$ cat src/verilog/adc_port_pkg.sv
package adc_port_pkg;

  // conversion word and serial timing
  localparam int WORD_BITS = 20;
  localparam int MCLK_PERIOD_NS = 10;
  localparam int READY_GAP_CYC = 4;
  localparam int SELF_DIV = 4;
  localparam int SELF_HIGH_PHASE = 3;
  localparam int RELEASE_MAX_CYC = 4;
  localparam int HOST_HOLD_NS = 160;
  localparam int HOST_HOLD_CYC = READY_GAP_CYC + (HOST_HOLD_NS + MCLK_PERIOD_NS - 1) / MCLK_PERIOD_NS;

  // register port
  localparam int ADDR_W = 4;
  localparam int DATA_W = 8;
  localparam logic [3:0] REG_STATUS = 4'h0;
  localparam logic [3:0] REG_MASK = 4'h1;
  localparam logic [3:0] REG_INFO = 4'h2;
  localparam logic [7:0] MASK_RESET = 8'h00;

  // event bits of status and mask
  localparam int EV_W = 4;
  localparam int EV_LOADED = 0;
  localparam int EV_SHIFTED = 1;
  localparam int EV_ABORTED = 2;
  localparam int EV_CAL = 3;

  // info register fields
  localparam int INFO_CAL_LSB = 0;
  localparam int INFO_MODE = 2;
  localparam int INFO_BUSY = 3;
  localparam int INFO_READY_N = 4;

  typedef struct packed {
    logic mode;
    logic standby_n;
    logic cal_select_b;
    logic cal_select_a;
    logic cal_trigger;
    logic shift_clk;
    logic select_n;
  } pin_in_t;

  typedef enum logic [0:0] {
    ST_IDLE = 1'b0,
    ST_SHIFT = 1'b1
  } port_state_t;

endpackage

$ cat src/verilog/pin_sync.sv
module pin_sync import adc_port_pkg::*; #(
  parameter int WIDTH = 1,
  parameter logic [WIDTH-1:0] RST_VAL = '0
) (
  // clock and reset
  input wire logic ref_clk_i,
  input wire logic rst_n_i,
  // pins
  input wire logic [WIDTH-1:0] d_i,
  output logic [WIDTH-1:0] q_o
);
  logic [WIDTH-1:0] meta_r;

  generate
    if (WIDTH < 1) begin : g_bad
      $error("pin_sync needs at least one bit");
    end
  endgenerate

  always_ff @(posedge ref_clk_i) begin
    if (!rst_n_i) begin
      meta_r <= RST_VAL;
      q_o <= RST_VAL;
    end else begin
      meta_r <= d_i;
      q_o <= meta_r;
    end
  end
endmodule // pin_sync

$ cat src/verilog/port_regs.sv
module port_regs import adc_port_pkg::*; (
  // clock and reset
  input wire logic ref_clk_i,
  input wire logic rst_n_i,
  // register port
  input wire logic [ADDR_W-1:0] addr_i,
  input wire logic [DATA_W-1:0] wr_data_i,
  input wire logic wr_i,
  input wire logic rd_i,
  output logic [DATA_W-1:0] rd_data_o,
  // block side
  input wire logic [EV_W-1:0] event_i,
  input wire logic [DATA_W-1:0] info_i,
  output logic irq_o
);
  logic [EV_W-1:0] status_r;
  logic [EV_W-1:0] mask_r;
  logic [EV_W-1:0] clear;

  assign clear = (wr_i && addr_i == REG_STATUS) ? wr_data_i[EV_W-1:0] : '0;

  // set wins over a write-one clear in the same cycle
  always_ff @(posedge ref_clk_i) begin
    if (!rst_n_i) begin
      status_r <= '0;
    end else begin
      status_r <= (status_r & ~clear) | event_i;
    end
  end

  always_ff @(posedge ref_clk_i) begin
    if (!rst_n_i) begin
      mask_r <= MASK_RESET[EV_W-1:0];
    end else if (wr_i && addr_i == REG_MASK) begin
      mask_r <= wr_data_i[EV_W-1:0];
    end
  end

  always_ff @(posedge ref_clk_i) begin
    if (!rst_n_i) begin
      irq_o <= 1'b0;
    end else begin
      irq_o <= |(((status_r & ~clear) | event_i) & mask_r);
    end
  end

  always_ff @(posedge ref_clk_i) begin
    if (!rst_n_i) begin
      rd_data_o <= '0;
    end else if (rd_i) begin
      case (addr_i)
        REG_STATUS: rd_data_o <= {{(DATA_W-EV_W){1'b0}}, status_r};
        REG_MASK: rd_data_o <= {{(DATA_W-EV_W){1'b0}}, mask_r};
        REG_INFO: rd_data_o <= info_i;
        default: rd_data_o <= '0;
      endcase
    end else begin
      rd_data_o <= '0;
    end
  end
endmodule // port_regs

$ cat src/verilog/adc_serial_output_port.sv
// Design decisions made here: the plain strobed port and the address map.
module adc_serial_output_port import adc_port_pkg::*; #(
  parameter int WORD_W = WORD_BITS
) (
  // clock and reset
  input wire logic ref_clk_i,
  input wire logic rst_n_i,
  // conversion word from the filter
  input wire logic [WORD_W-1:0] word_i,
  input wire logic word_valid_i,
  // pins from the host
  input wire logic mode_i,
  input wire logic standby_n_i,
  input wire logic select_n_i,
  input wire logic shift_clk_i,
  input wire logic cal_trigger_i,
  input wire logic cal_select_a_i,
  input wire logic cal_select_b_i,
  // pins to the host
  output logic serial_out_o,
  output logic serial_out_oe_o,
  output logic shift_clk_o,
  output logic shift_clk_oe_o,
  output logic word_ready_n_o,
  // calibration control
  output logic [1:0] cal_type_o,
  output logic cal_start_o,
  // register port
  input wire logic [ADDR_W-1:0] addr_i,
  input wire logic [DATA_W-1:0] wr_data_i,
  input wire logic wr_i,
  input wire logic rd_i,
  output logic [DATA_W-1:0] rd_data_o,
  output logic irq_o
);
  localparam int CNT_W = $clog2(WORD_W);
  localparam logic [CNT_W-1:0] LAST_BIT = CNT_W'(WORD_W - 1);
  localparam logic [2:0] GAP_LOAD = 3'(READY_GAP_CYC);
  localparam logic [1:0] PH_HIGH = 2'(SELF_HIGH_PHASE);
  localparam logic [1:0] PH_PRE = 2'(SELF_HIGH_PHASE - 1);
  // synchronisers leave reset at the pins' idle levels, so no false select edge follows
  localparam pin_in_t PIN_IDLE = '{mode: 1'b0, standby_n: 1'b1, cal_select_b: 1'b0, cal_select_a: 1'b0,
                                   cal_trigger: 1'b0, shift_clk: 1'b0, select_n: 1'b1};

  generate
    if (WORD_W < 2 || SELF_DIV != 4) begin : g_bad
      $error("word must be at least two bits and the self clock divide four");
    end
  endgenerate

  pin_in_t pins_raw;
  pin_in_t pins;
  port_state_t state_r;
  logic [WORD_W-1:0] hold_r;
  logic [WORD_W-1:0] shift_r;
  logic have_word_r;
  logic [2:0] gap_cnt_r;
  logic ignore_r;
  logic self_mode_r;
  logic [CNT_W-1:0] bit_cnt_r;
  logic [1:0] phase_r;
  logic sel_prev_r;
  logic sclk_prev_r;
  logic cal_prev_r;
  logic [EV_W-1:0] events;
  logic [DATA_W-1:0] info;
  logic sel_fall;
  logic sclk_fall;
  logic cal_rise;
  logic window;
  logic start;
  logic bit_end;
  logic last;
  logic deselected;

  assign pins_raw = '{mode: mode_i, standby_n: standby_n_i, cal_select_b: cal_select_b_i,
                      cal_select_a: cal_select_a_i, cal_trigger: cal_trigger_i,
                      shift_clk: shift_clk_i, select_n: select_n_i};

  pin_sync #(.WIDTH($bits(pin_in_t)), .RST_VAL(PIN_IDLE)) u_sync (
    .ref_clk_i(ref_clk_i),
    .rst_n_i(rst_n_i),
    .d_i(pins_raw),
    .q_o(pins)
  );

  always_ff @(posedge ref_clk_i) begin
    if (!rst_n_i) begin
      sel_prev_r <= 1'b1;
      sclk_prev_r <= 1'b0;
      cal_prev_r <= 1'b0;
    end else begin
      sel_prev_r <= pins.select_n;
      sclk_prev_r <= pins.shift_clk;
      cal_prev_r <= pins.cal_trigger;
    end
  end

  assign sel_fall = sel_prev_r & ~pins.select_n;
  assign sclk_fall = sclk_prev_r & ~pins.shift_clk;
  assign cal_rise = ~cal_prev_r & pins.cal_trigger;
  assign window = gap_cnt_r != 3'h0;
  assign deselected = pins.select_n;
  assign last = bit_cnt_r == LAST_BIT;
  // one bit ends on a host falling edge or at the end of the high phase
  assign bit_end = (state_r == ST_SHIFT) && (self_mode_r ? phase_r == PH_HIGH : sclk_fall);
  assign start = state_r == ST_IDLE && pins.standby_n && !pins.select_n && !ignore_r
                 && !(sel_fall && window) && have_word_r && !window;

  // word holding and the ready window
  always_ff @(posedge ref_clk_i) begin
    if (!rst_n_i) begin
      hold_r <= '0;
      have_word_r <= 1'b0;
      gap_cnt_r <= 3'h0;
    end else if (!pins.standby_n) begin
      have_word_r <= 1'b0;
      gap_cnt_r <= 3'h0;
    end else if (word_valid_i) begin
      hold_r <= word_i;
      have_word_r <= 1'b1;
      gap_cnt_r <= GAP_LOAD;
    end else begin
      if (start) begin
        have_word_r <= 1'b0;
      end
      if (window) begin
        gap_cnt_r <= gap_cnt_r - 3'h1;
      end
    end
  end

  always_ff @(posedge ref_clk_i) begin
    if (!rst_n_i) begin
      word_ready_n_o <= 1'b1;
    end else begin
      word_ready_n_o <= !(have_word_r && !window && !start);
    end
  end

  always_ff @(posedge ref_clk_i) begin
    if (!rst_n_i) begin
      ignore_r <= 1'b0;
    end else if (deselected) begin
      ignore_r <= 1'b0;
    end else if (sel_fall && window && state_r == ST_IDLE) begin
      ignore_r <= 1'b1;
    end
  end

  // shift engine
  always_ff @(posedge ref_clk_i) begin
    if (!rst_n_i) begin
      state_r <= ST_IDLE;
      shift_r <= '0;
      bit_cnt_r <= '0;
      phase_r <= 2'h0;
      self_mode_r <= 1'b0;
      serial_out_o <= 1'b0;
      serial_out_oe_o <= 1'b0;
      shift_clk_oe_o <= 1'b0;
    end else if (!pins.standby_n) begin
      state_r <= ST_IDLE;
      serial_out_oe_o <= 1'b0;
      shift_clk_oe_o <= 1'b0;
    end else if (start) begin
      state_r <= ST_SHIFT;
      shift_r <= hold_r << 1;
      bit_cnt_r <= '0;
      phase_r <= 2'h0;
      self_mode_r <= pins.mode;
      serial_out_o <= hold_r[WORD_W-1];
      serial_out_oe_o <= 1'b1;
      shift_clk_oe_o <= pins.mode;
    end else if (state_r == ST_SHIFT) begin
      phase_r <= phase_r + 2'h1;
      if (bit_end) begin
        if (last || deselected) begin
          state_r <= ST_IDLE;
          serial_out_oe_o <= 1'b0;
          shift_clk_oe_o <= 1'b0;
        end else begin
          bit_cnt_r <= bit_cnt_r + CNT_W'(1);
          serial_out_o <= shift_r[WORD_W-1];
          shift_r <= shift_r << 1;
        end
      end
    end
  end

  // self clock: high in the last of four phases
  always_ff @(posedge ref_clk_i) begin
    if (!rst_n_i) begin
      shift_clk_o <= 1'b0;
    end else begin
      shift_clk_o <= state_r == ST_SHIFT && self_mode_r && phase_r == PH_PRE && pins.standby_n;
    end
  end

  // calibration select latch
  always_ff @(posedge ref_clk_i) begin
    if (!rst_n_i) begin
      cal_type_o <= 2'b00;
      cal_start_o <= 1'b0;
    end else begin
      cal_start_o <= cal_rise;
      if (cal_rise) begin
        cal_type_o <= {pins.cal_select_b, pins.cal_select_a};
      end
    end
  end

  always_comb begin
    events = '0;
    events[EV_LOADED] = word_valid_i && pins.standby_n;
    events[EV_SHIFTED] = bit_end && last;
    events[EV_ABORTED] = bit_end && !last && deselected;
    events[EV_CAL] = cal_rise;
    info = '0;
    info[INFO_CAL_LSB +: 2] = cal_type_o;
    info[INFO_MODE] = pins.mode;
    info[INFO_BUSY] = state_r == ST_SHIFT;
    info[INFO_READY_N] = word_ready_n_o;
  end

  port_regs u_regs (
    .ref_clk_i(ref_clk_i),
    .rst_n_i(rst_n_i),
    .addr_i(addr_i),
    .wr_data_i(wr_data_i),
    .wr_i(wr_i),
    .rd_i(rd_i),
    .rd_data_o(rd_data_o),
    .event_i(events),
    .info_i(info),
    .irq_o(irq_o)
  );
endmodule // adc_serial_output_port

$ cat config.mk
export PLATFORM = sky130hd
export DESIGN_NAME = adc_serial_output_port
export DESIGN_NICKNAME = d
export VERILOG_FILES = /design/src/verilog/adc_port_pkg.sv /design/src/verilog/pin_sync.sv /design/src/verilog/port_regs.sv /design/src/verilog/adc_serial_output_port.sv
export SDC_FILE = /design/constraint.sdc
export NUM_CORES = 1
export LEC_CHECK = 0
export ABC_AREA = 0
export BUFFER_PORTS_ARGS = -buffer_cell sky130_fd_sc_hd__buf_2
export CAP_MARGIN = 20
export CORE_MARGIN = 8
export CORE_UTILIZATION = 47
export DETAILED_ROUTE_END_ITERATION = 10
export PLACE_DENSITY = 0.73
export SETUP_SLACK_MARGIN = 0.15
export SLEW_MARGIN = 20
export SYNTH_ARGS = -nofsm -noshare
export SYNTH_HDL_FRONTEND = slang
export SYNTH_SLANG_ARGS = --single-unit
$ cat constraint.sdc
create_clock -name ref_clk_i -period 1.8 [get_ports ref_clk_i]
set_input_delay 0.09 -clock ref_clk_i [delete_from_list [all_inputs] [get_ports ref_clk_i]]
set_output_delay 0.09 -clock ref_clk_i [all_outputs]
set_load 0.05 [all_outputs]
==> results <==
- The flow ran to the end, and the final reports show no timing, DRC or antenna violations.
- The die area is approximately 0.011 mm2.
- The data arrival time of the critical path is between 1.5 and 2 ns.
- The post-detailed-route DRC marker count is 0.
- The number of global-route vias before repair was a little over 3000.
- Including well taps, the total number of placed cells is 540.
- The tree is rooted in a sky130_fd_sc_hd__clkbuf_8.
- For this run, the total global-route usage over all layers was measured as 0.168.
- The power density over the cells is 888 mW/mm2.
- Synthesis produced between 300 and 400 cells.
- Dividing the detail-routed wire length by the instance count gives around 14 um.
- In this run the critical register-to-register path is launched from u_sync.q_o[5].
- The finished layout holds approximately 600 standard cells, fillers aside.
- In this run the remaining antenna-violating nets after routing total 0.
- The most used flip-flop cell after synthesis is sky130_fd_sc_hd__dfxtp_1.
- The area growth from synthesis to layout is 31.0%.
- The number of antenna violations at the first check in global routing is 0.
- The antenna diode count is 0.
- The placement row count is 32.
- Each instance of the synthesized netlist takes up on average between 9 and 10 um2.
- During placement, the flow inserted port buffers numbering 53.
- STA classifies the critical path startpoint as a flip-flop.
- From left edge to right edge, the die measures slightly above 100 um.
- The hold violation total from the final report came to 0.
- The share of synthesized flip-flops with an asynchronous set or reset is 0.
- In this run the register-to-register setup slack is 0.19 ns.
- The tool flagged a number of max-cap violations equal to 0.
- The die boundary height is ~100 um.
- The floorplan step defined a core boundary enclosing about 0.0076 mm2.
- The highest ir drop seen on vdd is ~480 uV.
- The congestion estimate from routability-driven global placement came to about 0.90.
- After clock tree synthesis, the clock-pin slew on the worst setup and hold paths is about 0.090 ns.
- The clock reaches the later pin of the worst-skew pair after 0.37 ns.
- The setup slack of the critical path after layout is 0.190 ns.
- The number of clock sinks is 92.
- In the final layout, the share of cells above drive strength 1 is 0.238.
- The worst reg2reg path depth is 4.
- The clock tree from TritonCTS is built.
- The first global-routing pass estimated between 10 and 15 mm of wire.
- The total negative slack for setup checks is 0 ns.
- Counting the buffers created by CTS gives 9.
- The leakage power is about 1.9 nW.
- Along the worst hold path, the cell count comes to 3.
- The Yosys step of the flow raised 0 warnings.
- The count of different cell masters after synthesis is 44.
- The pin count of the biggest net entering global routing is 28.
- In this run, synthesis inferred 0 flip-flops with an integrated enable.
- The setup path with the least slack is of type flip-flop to flip-flop.
- between 60 and 70 I/O pins were placed.
- Setup repair after global routing left no endpoint under its margin.
- The flip-flop and latch count after synthesis is 92.
- For this block, the routed nets add up to between 8 and 9 mm of wire.
- Summed over all nets, the half-perimeter wirelength after detailed placement is roughly 5.4 mm.
- Hold timing on the final database bottoms out at a slack of ~0.033 ns.
- The netlist area before placement is between 0.003 and 0.004 mm2.
- Of the synthesized area, sequential elements account for 0.512.
- The maximum fanout along the worst path is 7.
- For this configuration, the core starts out at a cell density of 0.475.
- The final max-slew violation count is 0.
- The minimum clock period is ~1.6 ns.
- The instance area at placement is approximately 0.004 mm2.
- With fillers left out, the area of the finished cells amounts to between 0.004 and 0.005 mm2.
- The worst hold path belongs to the class input port to flip-flop.
- Setup violations remaining at the end of the flow were counted as 0.
- The final route contains 3056 vias.
- The pre-CTS setup slack is 0.00366 ns.
- The worst setup path is captured at a flip-flop.
- The worst hold path begins at wr_data_i[3].
- The net total in the final layout is 540.
- The clock tree skew after final layout is between 0.01 and 0.015 ns.
- The number of H-tree levels is 3.
- The first routing iteration left 150 violations.
- The first-pass detailed-route iteration total is 4.
- Global routing finished with a remaining overflow of 0.
- The fmax is 621 MHz.
- In the finished design, the share of the clock period the worst path needs comes to 0.894.
- In this run the deepest clock path goes through 2 buffers.
- Data on the critical path is required at its endpoint by 2.09 ns.
- The vias per cell is a little over 5.
- The critical path starts at u_sync.q_o[5].
## cells by family after synthesis
| family | synth area share |
|---|---|
| XOR/XNOR | 0.00731 |
| other | 0.00104 |
| buffers and inverters | 0.0647 |
| flip-flops | 0.512 |
| AO/OA/AOI/OAI | 0.177 |
| AND/OR/NAND/NOR | 0.200 |
| multiplexers | 0.0167 |
| adder cells (fa/ha/maj) | 0.0209 |
## state kept, by name, summed over array words and instances (netlist names), 2 cells and up
name and cells:
gap_cnt_r 3, bit_cnt_r 5, phase_r 2, shift_r 19, cal_type_o 2, u_sync.q_o 7, u_sync.meta_r 7, u_regs.status_r 4
u_regs.rd_data_o 5, u_regs.mask_r 4, hold_r 20
## final timing paths
check | end
worst max-delay path | bit_cnt_r[4]
worst max register to register | bit_cnt_r[4]
worst min-delay path | u_regs.mask_r[3]
worst min register to register | u_sync.q_o[0]
## layer usage
metal  GRT usage  part of all wire  vias to the layer above
li1            -                 -                     1545
met5           0                 0                        -
met4      0.0679             0.010                        0
met3      0.0469             0.057                        8
met2       0.281              0.49                       71
met1       0.198              0.44                     1432
## where the power goes
group / internal, mW / leakage [nW] / switching, mW
clock: 0.929 / 0.116 / 0.742
sequential: 2.10 / 0.752 / 0.0353
combinational: 0.177 / 0.989 / 0.200
## area by class of cell
type	instances	area (um2)
Inverter	25	93.8
Timing Repair Buffer	104	778
Sequential cell	92	1850
Multi-Input combinational cell	258	1620
Clock buffer	9	124
Fill cell	631	2860
Clock inverter	7	123
Tap cell	102	128
## through the flow
stage                      util  power, mW
after floorplan               -       2.39
after global placement    0.523       2.49
after detailed placement  0.523       2.50
after CTS                 0.611       4.22
after global routing      0.623       4.37
final                     0.623       4.18
## layout by cell type, fill, tap and decap left out, drive strengths merged, types with 3 or more instances in the layout
cell / n
a211oi: 3
a21oi: 60
and2: 16
buf: 72
bufinv: 3
clkbuf: 9
conb: 3
dfxtp: 92
dlygate4sd3: 32
ha: 6
inv: 26
mux2i: 6
nand2: 58
nand2b: 7
nand3: 13
nor2: 24
nor2b: 4
nor3: 4
o211ai: 4
o21ai: 5
o221ai: 19
or3: 4
## synthesized netlist by cell type, drive strengths merged (2+ instances only)
| cell | count | area share |
|---|---|---|
| mux2i | 6 | 0.017 |
| ha | 6 | 0.021 |
| inv | 25 | 0.026 |
| a21oi | 60 | 0.094 |
| a211oi | 3 | 0.0063 |
| nor3 | 4 | 0.0056 |
| nor2 | 24 | 0.030 |
| a31oi | 2 | 0.0035 |
| clkbuf | 14 | 0.015 |
| nand4bb | 2 | 0.0063 |
| and2 | 16 | 0.028 |
| dfxtp | 92 | 0.51 |
| nand2 | 58 | 0.061 |
| or2 | 2 | 0.0035 |
| nor2b | 4 | 0.0070 |
| o221ai | 19 | 0.046 |
| or3 | 4 | 0.0070 |
| xnor2 | 2 | 0.0049 |
| and3 | 2 | 0.0049 |
| buf | 11 | 0.024 |
| nand2b | 7 | 0.012 |
| o21ai | 5 | 0.0070 |
| o211ai | 2 | 0.0080 |
| nand3 | 13 | 0.018 |
## what timing repair did
action / CTS / global route
hold buffers: 32 / 0
pin swaps: 2 / 3
setup endpoints to repair: 24 / 27
buffers inserted: 3 / 4
hold endpoints to repair: 33 / 0
cloned: 1 / 1
gates resized for setup: 7 / 9
## worst max-delay path, stage by stage (launching register included)
cell,delay [ns]
sky130_fd_sc_hd__dfxtp_1,0.39
sky130_fd_sc_hd__nor2b_2,0.40
sky130_fd_sc_hd__o211ai_4,0.20
sky130_fd_sc_hd__or3_1,0.40
sky130_fd_sc_hd__a21oi_1,0.15
(Power assumes the default switching activity.)
